**config.mk**
```make
export PLATFORM = sky130hd
export DESIGN_NAME = prc_top
export DESIGN_NICKNAME = d
export VERILOG_FILES = /design/src/rtl/prc_pkg.sv /design/src/rtl/prc_top.sv
export VERILOG_INCLUDE_DIRS = /design/src /design/src/rtl
export SDC_FILE = /design/constraint.sdc
export NUM_CORES = 1
export LEC_CHECK = 0
export BUFFER_PORTS_ARGS = -buffer_cell sky130_fd_sc_hd__clkbuf_2
export CORE_ASPECT_RATIO = 0.9
export CORE_UTILIZATION = 55
export CTS_BUF_LIST = sky130_fd_sc_hd__clkbuf_16
export CTS_CLUSTER_SIZE = 28
export DETAILED_ROUTE_END_ITERATION = 10
export HOLD_SLACK_MARGIN = 0.05
export PLACE_DENSITY = 0.84
export SETUP_SLACK_MARGIN = 0.3
export SLEW_MARGIN = 20
export SYNTH_ARGS = -nofsm -noshare
export SYNTH_HDL_FRONTEND = slang
export SYNTH_SLANG_ARGS = --single-unit
```
**constraint.sdc**
```tcl
create_clock -name ref_clk -period 3.7 [get_ports ref_clk]
set_input_delay 0.555 -clock ref_clk [delete_from_list [all_inputs] [get_ports ref_clk]]
set_output_delay 0.555 -clock ref_clk [all_outputs]
set_load 0.02 [all_outputs]
```
**src/rtl/prc_map.svh**
```systemverilog
// Register map, field positions and timing figures of the reset controller
// Assumes inclusion by bare name from the design file
`ifndef PRC_MAP_SVH
`define PRC_MAP_SVH
// ----------------------------------------------------------------------
// Register offsets
// ----------------------------------------------------------------------
`define PRC_ADDR_CORE_CTRL   16'h0000
`define PRC_ADDR_SUB_RESET   16'hff0c
`define PRC_ADDR_RESTRAP_EN  16'hff0d
// ----------------------------------------------------------------------
// Field positions
// ----------------------------------------------------------------------
`define PRC_CORE_RESET_BIT   15
`define PRC_SOFT_PD_BIT      11
`define PRC_SUB_RESET_BIT    0
`define PRC_RESTRAP_EN_BIT   0
// ----------------------------------------------------------------------
// Reset values and clock select codes
// ----------------------------------------------------------------------
`define PRC_RESTRAP_EN_RST   1'h0
`define PRC_GPSEL_OFF        2'h0
`define PRC_GPSEL_125        2'h1
// ----------------------------------------------------------------------
// Timing
// ----------------------------------------------------------------------
`define PRC_CLK_PERIOD_NS    10
`define PRC_ACCESS_WAIT_NS   5000000
`define PRC_HOLD_CYC         16
`endif

```
**src/rtl/prc_pkg.sv**
```systemverilog
// Types shared by the reset and power-down controller
// Assumes prc_map.svh alongside for the numeric constants
package prc_pkg;
  // ----------------------------------------------------------------------
  // Sequencer states and reset kinds
  // ----------------------------------------------------------------------
  typedef enum logic [1:0] {
    PRC_ST_PWRUP,
    PRC_ST_HOLD,
    PRC_ST_RUN
  } prc_state_type;

  typedef enum logic [1:0] {
    PRC_KIND_HW,
    PRC_KIND_RESTRAP,
    PRC_KIND_SUB,
    PRC_KIND_CORE
  } prc_kind_type;

  // ----------------------------------------------------------------------
  // Management access request
  // ----------------------------------------------------------------------
  typedef struct packed {
    logic        wr;
    logic        rd;
    logic [15:0] addr;
    logic [15:0] wdata;
  } prc_mgmt_req_type;

  // ----------------------------------------------------------------------
  // Controls toward the rest of the chip
  // ----------------------------------------------------------------------
  typedef struct packed {
    logic xtal_en;
    logic cmu_reset;
    logic cmu_en;
    logic general_clock_out_en;
    logic mac_if_reset;
    logic core_reset;
    logic sub_reset;
    logic mac_oe_n;
    logic mac_idle;
    logic link_enable;
  } prc_ctl_type;
endpackage

```
**src/rtl/prc_top.sv**
```systemverilog
// Reset and power-down sequencer with its three management registers
// Assumes rst_n is the deglitched hardware reset path, already on ref_clk
//
// Notes on behaviour
// - Restrap reset needs restrap enable written 1, then subsystem reset bit.
// - Restrap reset runs hardware sequence minus oscillator stop and settle wait.
// - Restrap reset re-latches straps; they set pin-dependent register defaults.
// - Restrap resets MAC block, core; multiplier too unless 125 MHz selected.
// - Restrap reset returns restrap enable to zero.
// - General clock output is off during a restrap reset.
// - Subsystem reset bit starts a subsystem reset and clears itself after.
// - Plain subsystem reset resets registers, MAC block, core; no strap resample.
// - Plain subsystem and core resets spare multiplier when 125 MHz selected.
// - General clock keeps running through plain subsystem and core resets.
// - Core reset bit resets core and its registers, self-clears.
// - Core reset leaves the MAC interface block alone.
// - No software reset stops the crystal oscillator.
// - Reset pin low means hardware power-down: all stopped, no access.
// - Hardware power-down tristates MAC outputs and disables general clock.
// - Power-down bit set enters software power-down; default from straps.
// - Software power-down ignores line, no link, registers stay reachable.
// - Software power-down holds MAC outputs idle, receive clock high.
// - With 125 MHz selected the multiplier stays on in power-down.
// - Clearing the power-down bit starts link bring-up.
// - Any core reset forces MAC outputs to idle state.
// - Registers reachable no later than 5 ms after reset release.
`timescale 1ns/1ps
`include "prc_map.svh"
module prc_top #(
  parameter int WAIT_CYC = `PRC_ACCESS_WAIT_NS / `PRC_CLK_PERIOD_NS,
  parameter int HOLD_CYC = `PRC_HOLD_CYC
) (
  // Clock and reset
  input  wire logic                     ref_clk,
  input  wire logic                     rst_n,
  // Strap pins
  input  wire logic                     link_indicator_strap_pin,
  input  wire logic                     led_strap_pin,
  // General clock select, from the clock block
  input  wire logic [1:0]               general_clock_out_sel,
  // Management register port
  input  wire prc_pkg::prc_mgmt_req_type mgmt_req,
  output logic [15:0]                   mgmt_rdata,
  output logic                          mgmt_ack,
  output logic                          mgmt_ready,
  // Controls and latched straps
  output prc_pkg::prc_ctl_type          ctl,
  output logic [1:0]                    strap_latched
);
  localparam int CW = $clog2(WAIT_CYC + 1);

  // Power-up needs at least one cycle before the hold
  if (WAIT_CYC < 2 || HOLD_CYC < 1 || HOLD_CYC >= WAIT_CYC) begin : g_chk
    $error("prc_top: bad WAIT_CYC or HOLD_CYC");
  end

  // ----------------------------------------------------------------------
  // Strap synchroniser
  // ----------------------------------------------------------------------
  logic [1:0] s1_r, s2_r, s3_r, strap_f_r, strap_r;
  always_ff @(posedge ref_clk) begin
    s1_r <= {link_indicator_strap_pin, led_strap_pin};
    s2_r <= s1_r;
    s3_r <= s2_r;
  end
  // Filtered level, moves only when the last two stages agree
  always_ff @(posedge ref_clk) begin
    if (!rst_n) begin
      strap_f_r <= 2'h0;
    end else if (s2_r == s3_r) begin
      strap_f_r <= s3_r;
    end
  end

  // ----------------------------------------------------------------------
  // Sequencer
  // ----------------------------------------------------------------------
  prc_pkg::prc_state_type state_r;
  prc_pkg::prc_kind_type  kind_r;
  logic [CW-1:0]          cnt_r;
  logic                   pd_r, ren_r, run, wr_ok, hold_end;
  logic                   wr_ctrl, wr_sub, wr_ren, go_core, go_sub;

  assign run      = state_r == prc_pkg::PRC_ST_RUN;
  assign wr_ok    = run && mgmt_req.wr;
  assign wr_ctrl  = wr_ok && mgmt_req.addr == `PRC_ADDR_CORE_CTRL;
  assign wr_sub   = wr_ok && mgmt_req.addr == `PRC_ADDR_SUB_RESET;
  assign wr_ren   = wr_ok && mgmt_req.addr == `PRC_ADDR_RESTRAP_EN;
  assign go_core  = wr_ctrl && mgmt_req.wdata[`PRC_CORE_RESET_BIT];
  assign go_sub   = wr_sub && mgmt_req.wdata[`PRC_SUB_RESET_BIT];
  assign hold_end = state_r == prc_pkg::PRC_ST_HOLD
                    && cnt_r == CW'(HOLD_CYC - 1);

  // Counts on ref_clk, which keeps running while the multiplier resets
  always_ff @(posedge ref_clk) begin
    if (!rst_n) begin
      state_r <= prc_pkg::PRC_ST_PWRUP;
      kind_r  <= prc_pkg::PRC_KIND_HW;
      cnt_r   <= '0;
    end else begin
      case (state_r)
        prc_pkg::PRC_ST_PWRUP: begin
          // Oscillator settle wait; counted once per release
          cnt_r <= cnt_r + CW'(1);
          if (cnt_r == CW'(WAIT_CYC - HOLD_CYC - 1)) begin
            state_r <= prc_pkg::PRC_ST_HOLD;
            cnt_r   <= '0;
          end
        end
        prc_pkg::PRC_ST_HOLD: begin
          cnt_r <= cnt_r + CW'(1);
          if (hold_end) begin
            state_r <= prc_pkg::PRC_ST_RUN;
            cnt_r   <= '0;
          end
        end
        prc_pkg::PRC_ST_RUN: begin
          if (go_sub) begin
            // Restrap skips the settle wait entirely
            state_r <= prc_pkg::PRC_ST_HOLD;
            kind_r  <= ren_r ? prc_pkg::PRC_KIND_RESTRAP
                             : prc_pkg::PRC_KIND_SUB;
          end else if (go_core) begin
            state_r <= prc_pkg::PRC_ST_HOLD;
            kind_r  <= prc_pkg::PRC_KIND_CORE;
          end
        end
        default: state_r <= prc_pkg::PRC_ST_PWRUP;
      endcase
    end
  end

  // Strap latch at the start of a hardware or restrap hold
  always_ff @(posedge ref_clk) begin
    if (!rst_n) begin
      strap_r <= 2'h0;
    end else if (state_r == prc_pkg::PRC_ST_PWRUP
                 && cnt_r == CW'(WAIT_CYC - HOLD_CYC - 1)) begin
      strap_r <= strap_f_r;
    end else if (go_sub && ren_r) begin
      strap_r <= strap_f_r;
    end
  end

  // ----------------------------------------------------------------------
  // Registers
  // ----------------------------------------------------------------------
  // Power-down default taken when both straps are high
  always_ff @(posedge ref_clk) begin
    if (!rst_n) begin
      pd_r <= 1'h0;
    end else if (hold_end) begin
      pd_r <= &strap_r;
    end else if (wr_ctrl && !go_core) begin
      pd_r <= mgmt_req.wdata[`PRC_SOFT_PD_BIT];
    end
  end

  // Subsystem register: cleared by every reset that touches subsystem
  always_ff @(posedge ref_clk) begin
    if (!rst_n) begin
      ren_r <= `PRC_RESTRAP_EN_RST;
    end else if (hold_end && kind_r != prc_pkg::PRC_KIND_CORE) begin
      ren_r <= `PRC_RESTRAP_EN_RST;
    end else if (wr_ren) begin
      ren_r <= mgmt_req.wdata[`PRC_RESTRAP_EN_BIT];
    end
  end

  // Read mux; reset bits read 1 until their reset is done
  logic [15:0] rd_val;
  always_comb begin
    rd_val = 16'h0000;
    case (mgmt_req.addr)
      `PRC_ADDR_CORE_CTRL: begin
        rd_val[`PRC_CORE_RESET_BIT] = !run
                                      && kind_r == prc_pkg::PRC_KIND_CORE;
        rd_val[`PRC_SOFT_PD_BIT]    = pd_r;
      end
      `PRC_ADDR_SUB_RESET: begin
        rd_val[`PRC_SUB_RESET_BIT] = !run
          && (kind_r == prc_pkg::PRC_KIND_SUB
              || kind_r == prc_pkg::PRC_KIND_RESTRAP);
      end
      `PRC_ADDR_RESTRAP_EN: rd_val[`PRC_RESTRAP_EN_BIT] = ren_r;
      default: rd_val = 16'h0000;
    endcase
  end

  // No access during the power-up wait; writes in a hold are dropped
  always_ff @(posedge ref_clk) begin
    if (!rst_n) begin
      mgmt_rdata <= 16'h0000;
      mgmt_ack   <= 1'h0;
    end else begin
      mgmt_ack <= (mgmt_req.rd || mgmt_req.wr)
                  && state_r != prc_pkg::PRC_ST_PWRUP;
      if (mgmt_req.rd && state_r != prc_pkg::PRC_ST_PWRUP) begin
        mgmt_rdata <= rd_val;
      end
    end
  end

  // ----------------------------------------------------------------------
  // Control outputs
  // ----------------------------------------------------------------------
  logic hw, rs, sw, sel125, gp_on;
  prc_pkg::prc_ctl_type ctl_nxt;
  assign hw     = state_r == prc_pkg::PRC_ST_PWRUP
                  || (state_r == prc_pkg::PRC_ST_HOLD
                      && kind_r == prc_pkg::PRC_KIND_HW);
  assign rs     = state_r == prc_pkg::PRC_ST_HOLD
                  && kind_r == prc_pkg::PRC_KIND_RESTRAP;
  assign sw     = state_r == prc_pkg::PRC_ST_HOLD && !hw;
  assign sel125 = general_clock_out_sel == `PRC_GPSEL_125;
  assign gp_on  = general_clock_out_sel != `PRC_GPSEL_OFF;

  always_comb begin
    ctl_nxt              = '0;
    ctl_nxt.xtal_en      = 1'h1;
    ctl_nxt.cmu_reset    = hw || (sw && !sel125);
    ctl_nxt.cmu_en       = !ctl_nxt.cmu_reset
                           && (sel125 || (run && !pd_r));
    ctl_nxt.general_clock_out_en    = gp_on && !hw && !rs;
    ctl_nxt.mac_if_reset = hw || rs
                           || (sw && kind_r == prc_pkg::PRC_KIND_SUB);
    ctl_nxt.sub_reset    = ctl_nxt.mac_if_reset;
    ctl_nxt.core_reset   = !run;
    ctl_nxt.mac_oe_n     = 1'h0;
    ctl_nxt.mac_idle     = !run || pd_r;
    ctl_nxt.link_enable  = run && !pd_r;
  end

  // Reset values are the hardware power-down pin state
  always_ff @(posedge ref_clk) begin
    if (!rst_n) begin
      ctl               <= '0;
      ctl.mac_oe_n      <= 1'h1;
      ctl.core_reset    <= 1'h1;
      ctl.mac_if_reset  <= 1'h1;
      ctl.sub_reset     <= 1'h1;
      ctl.cmu_reset     <= 1'h1;
      mgmt_ready        <= 1'h0;
      strap_latched     <= 2'h0;
    end else begin
      ctl               <= ctl_nxt;
      mgmt_ready        <= state_r != prc_pkg::PRC_ST_PWRUP;
      strap_latched     <= strap_r;
    end
  end
endmodule

```
[After elaboration in Yosys (flattened, before gate mapping)]
Cells that the tools add are included.
Operators by class
  reduce and logical (&&, ||, !) cells: 52
  $add $sub $neg: 1
  multiplexer cells: 19
  equality and inequality tests: 15
  bitwise gates (word level): 1
Operator list (number)
  19-bit 2-to-1 mux: 2
  19-bit case mux with 2 select lines: 1
  16-bit equality test, second input constant: 2
  1-bit logical AND: 24
  19-bit by 1-bit adder with 19-bit output, second input constant: 1
  19-bit equality test, second input constant: 1
  19-bit by 4-bit equality test with 1-bit output, second input constant: 1
  2-bit 2-to-1 mux: 9
  16-bit zero test: 1
  2-bit nonzero test: 6
  10-bit 2-to-1 mux: 1
  1-bit logical OR: 8
  1-bit zero test: 7
  2-bit by 1-bit equality test with 1-bit output, second input constant: 3
  2-bit equality test, second input constant: 3
  2-bit inequality test, second input constant: 3
  2-bit case mux with 3 select lines: 1
  2-bit zero test: 2
  1-bit 2-to-1 mux: 4
  2-bit AND reduction: 2
  3-bit by 1-bit inequality test with 1-bit output, second input constant: 1
  3-bit AND reduction: 1
  2-bit equality test: 1
  1-bit case mux with 2 select lines: 1
  2 further kinds: 2
Word-level totals
  output and inout bits: 30
  flip-flop bits (word level): 51
  input port bits: 40
  logic and storage cells: 111

[Longest topological paths before layout]
  depth after elaboration: 10
  depth in mapped cells: 7
  depth with buffers taken out: 6

[Worst setup path before layout]
No wires, ideal clock.
  path kind: input to register
  from: input mgmt_req[21] (netlist bit)
  to: register kind_r[0]
  stages: 6
  path buffers: 1
  data arrival time: 1994 ps
  slack: 1627 ps
  path through: or4_4 nor4_4 and4b_1 buf_6 a311oi_1 a211oi_2
Between the ends
  longest elaborated chain between the ends: 5
Ends and longest elaborated chain
  from (decl): RTL line prc_top.sv:42  | input wire prc_pkg::prc_mgmt_req_type mgmt_req,
  16-bit equality test / 16-bit zero test (equally long branches)
  1-bit logical AND (no line)
  1-bit logical AND, on equally long branches: RTL line prc_top.sv:90, prc_top.sv:89
  2-bit nonzero test (no line)
  2-bit AND reduction (no line)
  to (signal assigned): RTL line prc_top.sv:98  | kind_r <= prc_pkg::PRC_KIND_HW;
  to (signal assigned): RTL line prc_top.sv:121  | kind_r <= ren_r ? prc_pkg::PRC_KIND_RESTRAP
  to (signal assigned): RTL line prc_top.sv:125  | kind_r <= prc_pkg::PRC_KIND_CORE;
  to (decl): RTL line prc_top.sv:79  | prc_pkg::prc_kind_type kind_r;
Parallel ways exist; a longest one is shown, timed or not.
A chain may end at the register's enable or synchronous reset.

[Worst setup path in the final report]
Ends and elaborated chain as after synthesis.

==> metrics.md <==
| Metric | Value |
|---|---|
| Initial antenna violation count | `0` |
| Number of synthesized flops with an enable pin | `0` |
| Final wirelength | `4370 um` |
| Hold Path End | `s2_r[1]` |
| Met3 Track Usage GR | `5.13%` |
| Multiplexer share of the synthesized area | `1.26%` |
| Synth Area in Adders | `between 2 and 3%` |
| DRC viols | `4` |
| F_max | `484 MHz` |
| CP Launch Type | `input port` |
| Vias per cell | `5.43` |
| Post-synthesis sequential area ratio | `42.8%` |
| Post-route clock period utilization | `between 50% and 60%` |
| Number of synthesized register bits | `between 50 and 60` |
| CP Class | `in2reg` |
| Final net count | `342` |
| Total global-route track usage | `20.9%` |
| CP Data Required Time | `3910 ps` |
| Compound-Gate Fraction of Synth Area | `a little under a tenth` |
| Fin crit period | `between 2000 and 2500 ps` |
| Gr busiest metal | `met2` |
| Vias in the first global route | `1774` |
| Worst reg2reg path endpoint | `cnt_r[2]` |
| Xor and xnor area share after synthesis | `6.98%` |
| Synth area leaders | `dfxtp_1 43%, xnor2_1 4.8%, buf_4 4.4%, nor2_1 3.3%, nand2_1 3.0%` |
| Starting density of the core | `57.8%` |
| Gpl congestion | `0.822` |
| Layout cells sized above 1 | `24.5%` |
| CP arrival | `2270 ps` |
| Die height | `64.5 um` |
| Post-route cell area | `about 2700 sq um` |
| Post-route ant nets | `0` |
| Post-DP Area | `2550 sq um` |
| CTS max path bufs | `2` |
| Max Cap Viol | `0` |
| Final Max Tran Viols | `0` |
| Post_cts resized | `0` |
| Ports | `70` |
| PD cells | `398 nW/um^2` |
| Outcome | `complete, but fails checks` |
| Drt initial violations | `99` |
| Wire per inst | `approximately 13 um` |
| Top cell type's share of synthesized area | `42.8%` |
| Core box area | `4130 sq um` |
| R2R Setup Slk | `roughly 1700 ps` |
| Largest net degree at the start of global routing | `19` |
| CTS Buf Count | `5` |
| Setup violations, final | `0` |
| Crit-path max FO | `7` |
| Area leader, netlist | `dfxtp_1` |
| Tightest Pin Transition | `approximately 630 ps` |
| Synthesized instance count | `258` |
| Cell area after synthesis | `2380 sq um` |
| Worst-case reg-to-reg path depth | `5` |
| M1 GR Usage | `25.5%` |
| Combinational family with the most area after synthesis | `simple AND/OR/NAND/NOR gates` |
| VDD IR max | `about 0.33 mV` |
| Synth async-reset ratio | `0%` |
| CTS tree | `done` |
| Sink Count | `51` |
| Port buffer count | `43` |
| Grt ovf | `0` |
| RSZ-0062 raised after global routing | `no` |
| Setup bufs post-CTS | `0` |
| Hold WC Path Type | `reg2reg` |
| Diodes inserted | `0` |
| R2r startpoint | `cnt_r[8]` |
| Post-Synth Simple-Gate Area | `approximately 29%` |
| Slew Limit Headroom | `between 50% and 60%` |
| Drt pass-1 iters | `8` |
| Max Clock Skew | `3.72 ps` |
| Synth warn | `0` |
| WHS | `330 ps` |
| Hold_sp | `s1_r[1]` |
| Post-DP HPWL | `3200 um` |
| Vias | `between 1500 and 2000` |
| Final Core Density | `65.2%` |
| Num rows | `22` |
| Tot Pwr | `1.07 mW` |
| Fin. Hold Viols | `0` |
| M2 GR Usage | `36.1%` |
| Most frequent cells in the layout | `51 x dfxtp_1, 43 x clkbuf_2, 21 x nor2_1, 19 x nand2_1` |
| Commonest non-fill, non-tap cell in the layout | `dfxtp_1` |
| Crit path capture type | `flop` |
| Clk_lat worst skew | `280 ps` |
| Netlist cell types | `49` |
| Top FF cell, synth | `dfxtp_1` |
| Global-route wire length before repair | `7690 um` |
| Hold depth | `0` |
| Die W | `71.4 um` |
| Hold_buf cts | `0` |
| H-tree levels | `2` |
| CTS root buf | `clkbuf_16` |
| Area grow syn2layout | `12.9%` |
| Failing checks | `DRC` |
| Full die area | `4600 sq um` |
| Leakage | `1.10 nW` |
| Final TNS setup | `0 ps` |
| Reg clk slew, reported paths | `70 ps` |
| Mean Syn Cell Area | `9.24 sq um` |
worst max-delay path, cell delays in order:
cell      delay, ps
clkbuf_2         80
or4_4           570
nor4_4          310
and4b_1         440
a311oi_1        110
a211oi_2        220
how the worst max path moves through the flow:
| stage | startpoint | end | slack [ps] | cells past startpoint |
|---|---|---|---|---|
| floorplan | mgmt_req[21] | kind_r[0] | 1630 | 6 |
| global placement | mgmt_req[21] | strap_r[1] | 1390 | 6 |
| detailed placement | mgmt_req[21] | kind_r[1] | 1350 | 6 |
| CTS | mgmt_req[21] | kind_r[0] | 1640 | 6 |
| global route | mgmt_req[21] | kind_r[1] | 1530 | 6 |
| finish | mgmt_req[21] | kind_r[0] | 1630 | 6 |
layout make-up:
type	count	area (sq um)
fillers	328	1440
multi-input cells	184	1210
flip-flops and latches	51	1020
repair buffers	43	215
clock buffers	5	125
well taps	48	60.1
inverters	12	45.0
clock inverters	3	20.0
power by group:
| part | internal, mW | switching [mW] |
|---|---|---|
| sequential | 0.559 | 0.00667 |
| combinational | 0.0238 | 0.0400 |
| clock | 0.249 | 0.193 |
state kept, by name (all words and copies together), names as in the netlist:
signal,cells
cnt_r,19
ctl,9
mgmt_rdata,3
kind_r,2
s1_r,2
s2_r,2
s3_r,2
state_r,2
strap_f_r,2
strap_latched,2
strap_r,2
mgmt_ack,1
mgmt_ready,1
pd_r,1
ren_r,1
metal layers:
metal / vias up / part of all wire [%]
li1: 945 / -
met4: 0 / 0.71
met3: 5 / 3.5
met1: 891 / 48
met2: 37 / 48
met5: - / 0
logic make-up after synthesis:
group,Yosys count
simple gates,112
flops,51
fa+ha+maj,5
xor+xnor,19
compound gates,32
mux,3
buf+inv,35
other cells,1
per-stage QoR:
stage	instances	worst slack [ps]
CTS	346	1640
global route	346	1530
global placement	338	1390
detailed placement	338	1350
floorplan	270	1630
finish	346	1630
synthesized netlist by cell type (3+ instances only):
cell type	instances
nor2_2	10
nor4b_1	3
mux2i_1	3
and4b_1	3
ha_1	5
buf_4	14
xnor2_1	13
a21oi_1	6
o21ai_0	7
nand2_1	19
nand2b_1	3
nor4_4	3
nand3_1	12
inv_1	12
nor3_1	6
nor4_1	3
xor2_1	6
and2_1	4
dfxtp_1	51
nand4_1	8
nor2_1	21
clkbuf_1	7
or3_1	4
(Power assumes the default switching activity.)
